==> src/hw/mbw_pkg.sv <==
package mbw_pkg;

  // ==========================================================
  // function codes and coil constants
  localparam logic [7:0]  FC_WR_COIL  = 8'h05;
  localparam logic [7:0]  FC_WR_REG   = 8'h06;
  localparam logic [7:0]  FC_WR_COILS = 8'h0f;
  localparam logic [7:0]  FC_WR_REGS  = 8'h10;
  localparam logic [15:0] COIL_ON     = 16'hff00;
  localparam logic [15:0] COIL_OFF    = 16'h0000;

  // ==========================================================
  // frame layout: byte positions within a frame, reply size and reply length value
  localparam int unsigned POS_LEN_LO  = 5;
  localparam int unsigned POS_FC      = 7;
  localparam int unsigned POS_ADDR_HI = 8;
  localparam int unsigned POS_ADDR_LO = 9;
  localparam int unsigned POS_VAL_HI  = 10;
  localparam int unsigned POS_VAL_LO  = 11;
  localparam int unsigned POS_BCNT    = 12;
  localparam int unsigned POS_DATA    = 13;
  localparam int unsigned RSP_BYTES   = 12;
  localparam logic [7:0]  RSP_LEN     = 8'h06;

  // ==========================================================
  // reset values
  localparam logic [7:0]  RST_BYTE    = 8'h00;
  localparam logic [15:0] RST_WORD    = 16'h0000;

  typedef enum logic [2:0] {
    ST_HDR  = 3'b000,
    ST_DATA = 3'b001,
    ST_APPLY = 3'b010,
    ST_RESP = 3'b011,
    ST_DROP = 3'b100
  } state_type;

  typedef struct packed {
    logic [7:0] data;
    logic       last;
  } byte_beat_type;

endpackage

==> src/hw/mbw_coil_bit.sv <==
`timescale 1ns/1ps
`default_nettype none
// one output bit: applies a single-coil or multi-coil request
module mbw_coil_bit
  import mbw_pkg::*;
#(
  parameter int unsigned IDX = 0
) (
  input  wire logic        clk_in,
  input  wire logic        resetn_in,
  input  wire logic        wr_en_in,
  input  wire logic [15:0] start_in,
  input  wire logic [15:0] qty_in,
  input  wire logic [15:0] value_in,
  input  wire logic        multi_in,
  input  wire logic [63:0] bits_in,
  output logic             state_out
);
  logic        state_ff;
  logic        nxt_state;
  logic [15:0] rel;

  always_comb begin
    rel       = 16'(IDX) - start_in;
    nxt_state = state_ff;
    if (wr_en_in) begin
      if (multi_in) begin
        // (RULE_09) lsb first
        if (16'(IDX) >= start_in && rel < qty_in) begin
          nxt_state = bits_in[rel[5:0]];
        end
      end else if (16'(IDX) == start_in) begin
        // (RULE_02) on constant
        if (value_in == COIL_ON) begin
          nxt_state = 1'b1;
        // (RULE_03) off constant
        end else if (value_in == COIL_OFF) begin
          nxt_state = 1'b0;
        end
        // (RULE_04) other values ignored
      end
    end
  end

  always_ff @(posedge clk_in or negedge resetn_in) begin
    if (!resetn_in) begin
      state_ff <= 1'b0;
    end else begin
      state_ff <= nxt_state;
    end
  end

  assign state_out = state_ff;
endmodule
`default_nettype wire

==> src/hw/mbw_handler.sv <==
// Functional notes
// (RULE_01) code 0x05 changes exactly the one output named by the address.
// (RULE_02) a single-coil value of ff00 turns the output on.
// (RULE_03) a single-coil value of 0000 turns the output off.
// (RULE_04) any other single-coil value leaves the output unchanged.
// (RULE_05) single-coil reply echoes the request after the output is set.
// (RULE_06) code 0x06 writes one analog register, numbered from zero.
// (RULE_07) single-register reply echoes the request after the write.
// (RULE_08) code 0x0f forces a contiguous run of coils from a zero-based start.
// (RULE_09) coil data is one bit per coil, first coil in bit 0 of byte 0.
// (RULE_10) multi-coil reply holds code, start and quantity only.
// (RULE_11) code 0x10 writes a block of registers, two bytes each.
// (RULE_12) multi-register reply holds code, start and quantity only.
// (RULE_13) every 16-bit value travels high byte first.
// (RULE_14) multi-coil byte count is quantity/8 rounded up; pad bits ignored.
// (RULE_15) reply copies transaction and unit ids; length counts what follows.
// (RULE_16) a write outside the implemented range changes nothing.
`timescale 1ns/1ps
`default_nettype none
module mbw_handler
  import mbw_pkg::*;
#(
  parameter int unsigned NUM_DO = 3,
  parameter int unsigned NUM_AO = 2
) (
  input  wire logic              clk_in,
  input  wire logic              resetn_in,
  input  wire byte_beat_type     rx_in,
  input  wire logic              rx_valid_in,
  output logic                   rx_ready_out,
  output byte_beat_type          tx_out,
  output logic                   tx_valid_out,
  input  wire logic              tx_ready_in,
  output logic [NUM_DO-1:0]      do_out,
  output logic [NUM_AO*16-1:0]   ao_out,
  output logic                   reject_out
);

  // elaboration check: coil data and register index are 6 bits wide
  if (NUM_DO < 1 || NUM_DO > 64 || NUM_AO < 1 || NUM_AO > 64) begin : g_cfg
    $error("unsupported output counts");
  end

  // ==========================================================
  // state
  typedef struct packed {
    state_type       st;
    logic [7:0]      cnt;
    logic [0:11][7:0] hdr;
    logic [7:0]      byte_hold;
    logic [63:0]     bits;
    logic [15:0]     wrptr;
    logic            bad;
    logic            apply;
    logic [7:0]      txd;
    logic            txlast;
    logic            txv;
    logic            rej;
    logic [NUM_AO*16-1:0] ao;
  } state_s_type;

  state_s_type s_ff;
  state_s_type nxt;

  logic [7:0]           fc;
  logic [15:0]          start;
  logic [15:0]          qty;
  logic [15:0]          value;
  logic [16:0]          end_addr;
  logic                 range_ok;
  logic                 fc_ok;
  logic [7:0]           exp_bcnt;

  // (RULE_13) high byte first
  assign fc    = s_ff.hdr[POS_FC];
  assign start = {s_ff.hdr[POS_ADDR_HI], s_ff.hdr[POS_ADDR_LO]};
  assign value = {s_ff.hdr[POS_VAL_HI], s_ff.hdr[POS_VAL_LO]};
  assign qty   = (fc == FC_WR_COILS || fc == FC_WR_REGS) ? value : 16'h0001;
  assign end_addr = 17'(start) + 17'(qty);
  assign fc_ok = fc == FC_WR_COIL || fc == FC_WR_REG ||
                 fc == FC_WR_COILS || fc == FC_WR_REGS;
  // (RULE_14) ceil(qty/8)
  assign exp_bcnt = (fc == FC_WR_COILS) ? 8'((qty + 16'h0007) >> 3)
                                        : 8'(qty << 1);

  // (RULE_16) range check
  always_comb begin
    if (fc == FC_WR_COIL || fc == FC_WR_COILS) begin
      range_ok = qty != 16'h0000 && end_addr <= 17'(NUM_DO);
    end else begin
      range_ok = qty != 16'h0000 && end_addr <= 17'(NUM_AO);
    end
  end

  // ==========================================================
  // request parser and reply sender
  always_comb begin
    nxt       = s_ff;
    nxt.apply = 1'b0;
    nxt.rej   = 1'b0;
    rx_ready_out = s_ff.st == ST_HDR || s_ff.st == ST_DATA ||
                   s_ff.st == ST_DROP;
    unique case (s_ff.st)
      ST_HDR: begin
        if (rx_valid_in) begin
          nxt.hdr[s_ff.cnt[3:0]] = rx_in.data;
          nxt.cnt = s_ff.cnt + 8'h01;
          if (rx_in.last) begin
            nxt.cnt = RST_BYTE;
            if (s_ff.cnt == 8'(RSP_BYTES - 1) && fc_ok && range_ok &&
                (fc == FC_WR_COIL || fc == FC_WR_REG)) begin
              nxt.st = ST_APPLY;
            end else begin
              nxt.rej = 1'b1;
            end
          end else if (s_ff.cnt == 8'(RSP_BYTES - 1)) begin
            nxt.bits  = '0;
            nxt.wrptr = start;
            // quantity low byte is still arriving: range waits for count
            nxt.bad   = !(fc == FC_WR_COILS || fc == FC_WR_REGS);
            nxt.st    = ST_DATA;
          end else if (s_ff.cnt == 8'(RSP_BYTES)) begin
            nxt.st = ST_DROP;
          end
        end
      end
      ST_DATA: begin
        if (rx_valid_in) begin
          nxt.cnt = s_ff.cnt + 8'h01;
          if (s_ff.cnt == 8'(POS_BCNT)) begin
            if (rx_in.data != exp_bcnt || !range_ok) begin
              nxt.bad = 1'b1;
            end
          end else if (fc == FC_WR_COILS) begin
            // (RULE_09) byte k holds coils 8k..8k+7
            if (s_ff.cnt < 8'(POS_DATA + 8)) begin
              nxt.bits[(s_ff.cnt - 8'(POS_DATA)) * 8 +: 8] = rx_in.data;
            end
          end else if (s_ff.cnt[0] == 1'b1) begin
            nxt.byte_hold = rx_in.data;
          end else if (!s_ff.bad) begin
            // (RULE_11) written word by word; a frame refused at its end drops only its last word
            nxt.ao[s_ff.wrptr[5:0] * 16 +: 16] = {s_ff.byte_hold, rx_in.data};
            nxt.wrptr = s_ff.wrptr + 16'h0001;
          end
          if (rx_in.last) begin
            nxt.cnt = RST_BYTE;
            if (nxt.bad || s_ff.cnt != 8'(POS_BCNT) + exp_bcnt) begin
              nxt.rej = 1'b1;
              nxt.st  = ST_HDR;
              // (RULE_16) last word of a refused frame dropped
              nxt.ao  = s_ff.ao;
            end else begin
              nxt.st = ST_APPLY;
            end
          end
        end
      end
      ST_APPLY: begin
        nxt.apply = 1'b1;
        if (fc == FC_WR_REG) begin
          // (RULE_06) zero-based register index
          nxt.ao[start[5:0] * 16 +: 16] = value;
        end
        nxt.st = ST_RESP;
      end
      ST_RESP: begin
        // (RULE_05) (RULE_07) reply starts after apply cycle
        if (!s_ff.txv || tx_ready_in) begin
          nxt.txv    = 1'b1;
          // (RULE_15) ids copied, length fixed at six
          // (RULE_10) (RULE_12) code, start, quantity only
          nxt.txd    = (s_ff.cnt == 8'(POS_LEN_LO)) ? RSP_LEN
                                                   : s_ff.hdr[s_ff.cnt[3:0]];
          nxt.txlast = s_ff.cnt == 8'(RSP_BYTES - 1);
          nxt.cnt    = s_ff.cnt + 8'h01;
          if (s_ff.txv && s_ff.txlast) begin
            nxt.txv = 1'b0;
            nxt.cnt = RST_BYTE;
            nxt.st  = ST_HDR;
          end
        end
      end
      ST_DROP: begin
        if (rx_valid_in && rx_in.last) begin
          nxt.rej = 1'b1;
          nxt.st  = ST_HDR;
          nxt.cnt = RST_BYTE;
        end
      end
      default: begin
        nxt.st = ST_HDR;
      end
    endcase
  end

  always_ff @(posedge clk_in or negedge resetn_in) begin
    if (!resetn_in) begin
      s_ff <= '0;
    end else begin
      s_ff <= nxt;
    end
  end

  // ==========================================================
  // digital outputs
  genvar gi;
  generate
    for (gi = 0; gi < NUM_DO; gi++) begin : g_do
      // (RULE_01) (RULE_08) per-output apply
      mbw_coil_bit #(
        .IDX (gi)
      ) u_bit (
        .clk_in    (clk_in),
        .resetn_in (resetn_in),
        .wr_en_in  (s_ff.apply && (fc == FC_WR_COIL || fc == FC_WR_COILS)),
        .start_in  (start),
        .qty_in    (qty),
        .value_in  (value),
        .multi_in  (fc == FC_WR_COILS),
        .bits_in   (s_ff.bits),
        .state_out (do_out[gi])
      );
    end
  endgenerate

  assign ao_out       = s_ff.ao;
  assign tx_out       = '{data: s_ff.txd, last: s_ff.txlast};
  assign tx_valid_out = s_ff.txv;
  assign reject_out   = s_ff.rej;

endmodule
`default_nettype wire

==> config.mk <==
export PLATFORM = sky130hd
export DESIGN_NAME = mbw_handler
export DESIGN_NICKNAME = d
export VERILOG_FILES = /design/src/hw/mbw_pkg.sv /design/src/hw/mbw_coil_bit.sv /design/src/hw/mbw_handler.sv
export SDC_FILE = /design/constraint.sdc
export NUM_CORES = 1
export LEC_CHECK = 0
export ABC_AREA = 1
export BUFFER_PORTS_ARGS = -buffer_cell sky130_fd_sc_hd__buf_2
export CAP_MARGIN = 15
export CORE_MARGIN = 2
export CORE_UTILIZATION = 58
export CTS_BUF_LIST = sky130_fd_sc_hd__clkbuf_16
export DETAILED_ROUTE_END_ITERATION = 10
export GPL_TIMING_DRIVEN = 0
export PLACE_DENSITY = 0.88
export SLEW_MARGIN = 20
export SYNTH_ARGS = -nofsm -noshare
export SYNTH_HDL_FRONTEND = slang
export SYNTH_HIERARCHICAL = 1
export SYNTH_SLANG_ARGS = --single-unit
==> constraint.sdc <==
create_clock -name clk_in -period 4.1 [get_ports clk_in]
set_input_delay 0.41 -clock clk_in [delete_from_list [all_inputs] [get_ports clk_in]]
set_output_delay 0.41 -clock clk_in [all_outputs]
set_load 0.01 [all_outputs]
# Yosys cells after proc, flatten, opt, wreduce, memory -nomap -nowiden
# Cells that the tools add are included.
# W data, S select, Z words.
dict set report op_classes {
  addsub 12
  magnitude_cmp 14
  eq_ne 37
  shifts 6
  mux 75
  bitwise 3
  reduce_logical 48
}
# operator count
set ops {}
lappend ops {{$mux W81} 4}
lappend ops {{$pmux W81 S2} 1}
lappend ops {{$mux W32} 5}
lappend ops {{$mux W64} 2}
lappend ops {{$mux W107} 1}
lappend ops {{$mux W33} 3}
lappend ops {{$bwmux W96} 1}
lappend ops {{$mux W80} 1}
lappend ops {{$neg A10 Y34} 2}
lappend ops {{$shift A16 B34 Y32 const A} 2}
lappend ops {{$shiftx A16 B34 Y32} 2}
lappend ops {{$bwmux W32} 2}
lappend ops {{$bwmux W64} 1}
lappend ops {{$mux W16} 4}
lappend ops {{$pmux W32 S2} 1}
lappend ops {{$shift A8 B34 Y64 const A} 1}
lappend ops {{$shiftx A8 B34 Y64} 1}
lappend ops {{$mux W11} 5}
lappend ops {{$lt A16 B16 Y1} 3}
lappend ops {{$mux W8} 6}
lappend ops {{$le A17 B2 Y1 const B} 2}
lappend ops {{$neg A32 Y34} 1}
lappend ops {{$bmux W8 S4} 1}
lappend ops {{$demux W8 S4} 1}
lappend ops {{52 further kinds} 142}
dict set report word_totals {
  ff_bits 243
  inputBits 13
  out_inout_bits 47
  wordCells 222
}

# Logic depth before layout (Yosys ltp)
dict set report depth {
  depth_word 18
  ltp_mapped 33
  depth_no_buf 32
}

# Cells and area by module
# The synthesis kept the hierarchy.
# module n_inst cells_each area_each_um2
set by_module_without_submodules {}
lappend by_module_without_submodules {mbw_handler 1 2102 14651.6}
lappend by_module_without_submodules {{mbw_coil_bit at g_do[1].u_bit} 1 339 1690.4}
lappend by_module_without_submodules {{mbw_coil_bit at g_do[0].u_bit} 1 333 1664.1}
lappend by_module_without_submodules {{mbw_coil_bit at g_do[2].u_bit} 1 317 1550.2}

# Least setup slack after synthesis
# Ideal clock, no wire load.
dict set report synth_timing {
  path_kind {register to register}
  startpoint {register s_ff[229] (netlist name)}
  endpoint {register s_ff[119] (netlist name)}
  setup_ns 0.134
  arrival_ns 4.201
  setup_slack_ns -0.235
  stages_incl_launch_ff 24
  n_path_buf 3
  synth_period_minus_slack_ns 4.335
  path_cell_list {dfrtp_1 inv_1 buf_2 clkbuf_1 buf_1 ha_1 inv_1 nand2_1 nand3_1 xor2_1 nor3_2 nand3_1 ha_1 inv_1 nand4_1 or4_1 o31ai_1 nand2_1 nor3_4 nand3_2 nand2_1 nand2_1 nand2_1 o31ai_1}
}
dict set report synth_between {
  elab_chain_cells 9
}
# element line_no
set synth_lines {}
lappend synth_lines {{from (decl)} mbw_handler.sv:62} ;# state_s_type s_ff;
lappend synth_lines {{from (signal assigned)} mbw_handler.sv:201} ;# s_ff <= nxt;
lappend synth_lines {{$sub A8 B4 Y9} mbw_handler.sv:137} ;# nxt.bits[(s_ff.cnt - 8'(POS_DATA)) * 8 +: 8] = rx_in.data;
lappend synth_lines {{$neg A32 Y34} mbw_handler.sv:137}
lappend synth_lines {{$shiftx A8 B34 Y64 / $shift A8 B34 Y64 (equally long branches)} mbw_handler.sv:137}
lappend synth_lines {{$bwmux W64} mbw_handler.sv:137}
lappend synth_lines {{$mux W64} mbw_handler.sv:136} ;# if (s_ff.cnt < 8'(POS_DATA + 8)) begin
lappend synth_lines {{$mux W64} mbw_handler.sv:134} ;# end else if (fc == FC_WR_COILS) begin
lappend synth_lines {{$mux W80} mbw_handler.sv:130} ;# if (s_ff.cnt == 8'(POS_BCNT)) begin
lappend synth_lines {{$mux W81} mbw_handler.sv:128} ;# if (rx_valid_in) begin
lappend synth_lines {{$pmux W81 S2} mbw_handler.sv:103} ;# unique case (s_ff.st)
# Parallel ways exist; a longest one is shown, timed or not. The select of a mux whose other input is x is not followed.
# A chain may end at the register's enable or synchronous reset.

# Worst setup path in the final report
dict set report layout_timing {
  startpoint {register s_ff (netlist bit fc[6])}
  endpoint {register s_ff (netlist bit ao_out[6])}
}
dict set report layout_between {
  elab_chain_cells 16
}
# element line_no
set layout_lines {}
lappend layout_lines {{$eq A8 B4 Y1 / $eq A8 B5 Y1 (equally long branches)} mbw_handler.sv:78} ;# assign qty = (fc == FC_WR_COILS || fc == FC_WR_REGS) ? value : 16'h0001;
lappend layout_lines {{$logic_or A1 B1 Y1 (*)} mbw_handler.sv:78}
lappend layout_lines {{$mux W16 (*)} mbw_handler.sv:78}
lappend layout_lines {{via qty[0]} mbw_handler.sv:67} ;# logic [15:0] qty;
lappend layout_lines {{$add A16 B16 Y17} mbw_handler.sv:79} ;# assign end_addr = 17'(start) + 17'(qty);
lappend layout_lines {{$le A17 B2 Y1, on equally long branches} {mbw_handler.sv:91, mbw_handler.sv:89}}
lappend layout_lines {{$logic_and A1 B1 Y1, on equally long branches} {mbw_handler.sv:91, mbw_handler.sv:89}}
lappend layout_lines {{$mux W1} mbw_handler.sv:88} ;# if (fc == FC_WR_COIL || fc == FC_WR_COILS) begin
lappend layout_lines {{$logic_not A1 Y1} mbw_handler.sv:131} ;# if (rx_in.data != exp_bcnt || !range_ok) begin
lappend layout_lines {{$logic_or A1 B1 Y1} mbw_handler.sv:131}
lappend layout_lines {{$mux W1} mbw_handler.sv:131}
lappend layout_lines {{$mux W1} mbw_handler.sv:130}
lappend layout_lines {{$mux W1} mbw_handler.sv:128}
lappend layout_lines {{$mux W1} mbw_handler.sv:103}
lappend layout_lines {{$logic_or A1 B1 Y1 (*)} mbw_handler.sv:148} ;# if (nxt.bad || s_ff.cnt != 8'(POS_BCNT) + exp_bcnt) begin
lappend layout_lines {{$ne A3 B3 Y1 (no source line) (*)} n/a}
lappend layout_lines {{$reduce_and A4 Y1 (no source line) (*)} n/a}
# Mark *: on every way through the listed nets, which the timed path passes. The rest lies on a longest branch. The select of a mux whose other input is x is not followed.

==> metrics <==
share of layout cells above drive strength 1 16.52%; Clk pin slew, worst setup/hold paths 0.06 ns; Clk Latency, worst-skew pair 0.56 ns; Max clock buf depth 3; Synth Register Bits 233; Hold Path Depth 3; post-place instance area 20460 um2; Final Cycle Share 104.1%; Post-synth ARST share 100.0%; die outline height 187.6 um; Post-Syn Instances 3091; Overflow after GRT 0; clk root buf clkbuf_16; outcome finished, violations left; Post-Route WL 76.60 mm; Post-DRT Antenna Nets 0; RSZ-0062 raised after global routing yes; largest cells by area after synthesis dfrtp_1 (30%), nand2_1 (19%), nand3_1 (7.5%), inv_1 (6.5%), nor2_1 (6.1%); Synth cell types 54; VDD IR-drop max 539.9 uV; chip width 187.6 um; TritonCTS Buffers 24; Setup WS pre-CTS -1.068 ns; final non-filler cell area 23200 um2; commonest non-fill, non-tap cell in the layout nand2_1; mapped cell area 19560 um2; Starting Density 58.61%; TritonCTS clock tree yes; DRT iter0 DRCs 3040; full die area 35200 um2; fillcell total 2835; register area share after synthesis 29.81%; slowest CP cell dfrtp_1; Leak 11.55 nW; fin crit period 4.269 ns; R2R depth 30; P per Cell Area 410.9 nW/um2; post-route clock skew 0.01913 ns; WP data arrival 4.75 ns; final count of negative-setup-slack endpoints 66; Fmax 0.2343 GHz; Vias per Instance 6.048; CP endpoint kind flop; Yosys warnings 6; Avg Cell Area, Syn 6.327 um2; hold crit path type primary input to flop; HPWL Detailed 53.74 mm; H-tree depth 1; Req. time, crit path 4.58 ns; pin count of the biggest net entering global routing 94; Port Buffers 52; # Max-Cap Violations 0; number of global-route vias before repair 21030; TritonRoute pass-1 iters 9; final setup margin -0.1689 ns; Hold Vio Cnt, Final 0; Worst setup SP type flop; Slew @ Worst Pin 1.326 ns; Rows 67; commonest cells after routing, fill and taps aside nand2_1 (912), inv_1 (328), nor2_1 (297); Slew Limit Headroom 10.88%; WS Path Type flop to flop; core footprint 33360 um2; antenna violations before repair 1; largest fanout on the critical path 7; Tot GR Track Use 41.41%; RD Place Congestion 1.037; wire length per cell 20.51 um; Synth top area share 29.81%; Post-synth EDFFs 0; Sink Count 233; max-slew violations 0; Layout area overhead 18.61%; drt drc 0; Post-Syn Nets 3187; I/O Pins 60; nets 3365; Post-synth top flop dfrtp_1; first-pass GRT wire length 114.5 mm; violated checks setup timing; final design utilization 69.52%; Tot Pwr 9.531 mW; delay of the slowest critical-path stage 0.43 ns; top cell type by total area after synthesis dfrtp_1; vias after detailed routing 22590
final timing paths:
| check | endpoint | slack (ns) | startpoint |
|---|---|---|---|
| worst min-delay path | reject_out | 0.16 | rx_valid_in |
| worst min register to register | g_do[0].u_bit/state_out | 0.48 | g_do[0].u_bit/state_out |
| worst max-delay path | ao_out[6] | -0.17 | fc[6] |
| max in group asynchronous | s_ff[50] | 2.87 | resetn_in |
| worst max register to register | ao_out[6] | -0.17 | fc[6] |
| min in group asynchronous | s_ff[226] | 0.38 | resetn_in |
final cells by class:
class	count	area [um2]	share of cell area [%]
buffer	157	968.4	4.175
clock inverter	19	146.4	0.6311
clock buffer	24	600.6	2.589
timing repair buffer	154	1172	5.054
antenna	1	2.502	0.01079
sequential	233	5831	25.14
multi-input combinational	2331	12480	53.81
tap	448	560.5	2.417
inverter	368	1434	6.182
worst max-delay path, delay by kind of cell, from the launching register on:
family,cells,cell delay (ns)
buffers and inverters,4,0.46
adders and majority gates,2,0.53
DFF,1,0.43
and+or+nand+nor,23,2.56
AOI/OAI and AO/OA,1,0.20
registers in the layout (all words and copies together), names as in the netlist:
register,flops
s_ff,179
ao_out,32
tx_out,9
fc,8
g_do.u_bit/state_out,3
reject_out,1
tx_valid_out,1
cells by family after synthesis:
kind of cell,count (synthesis),share of synthesized area [%]
DFF,233,29.81
and+or+nand+nor,1774,39.18
adders and majority gates,83,5.349
xor gates and xnor gates,46,2.214
buffers and inverters,528,11.61
AOI/OAI and AO/OA,427,11.84
stage by stage:
| step | cells | hold WS [ns] | TNS [ns] |
|---|---|---|---|
| 2_1_floorplan | 3091 | 0.1144 | 0 |
| 3_3_place_gp | 3591 | 0.4634 | -367.58 |
| 3_5_place_dp | 3593 | 0.3705 | -94.21 |
| 4_1_cts | 3690 | 0.1526 | -0.0003118 |
| 5_1_grt | 3734 | 0.1727 | -24.52 |
| 6_report | 3735 | 0.1590 | -4.980 |
cells in the mapped netlist, drive strengths merged (7+ instances only):
library cell    n
nand2         990
inv           364
nor2          347
nand3         304
dfrtp         233
o21ai         206
a21oi         156
buf            85
ha             82
clkbuf         75
nand4          48
nor3           43
xor2           29
nor4           18
o31ai          17
xnor2          17
nand3b         16
o211ai         13
a31oi          10
o211a           7
power breakdown:
part           internal (mW)  switching [mW]
Sequential              2.83           0.415
Combinational           1.43            2.68
Clock                   1.19           0.985
per-layer routing:
| layer | vias up | track usage (%) | wire length [um] |
|---|---|---|---|
| met4 | 0 | 24.65 | 5193 |
| met5 | - | 0 | 0 |
| met3 | 381 | 8.160 | 9273 |
| met2 | 1492 | 65.16 | 33540 |
| li1 | 10290 | - | - |
| met1 | 10430 | 53.02 | 28590 |
repair_timing:
| item | in CTS | in global routing |
|---|---|---|
| pin swaps | 37 | 49 |
| gates resized for setup | 124 | 162 |
| hold buffers | 1 | 0 |
| buffers inserted | 53 | 43 |
| endpoints found under the hold margin | 55 | 0 |
| cloned | 3 | 3 |
| endpoints found under the setup margin | 101 | 101 |
(Power assumes the default switching activity.)
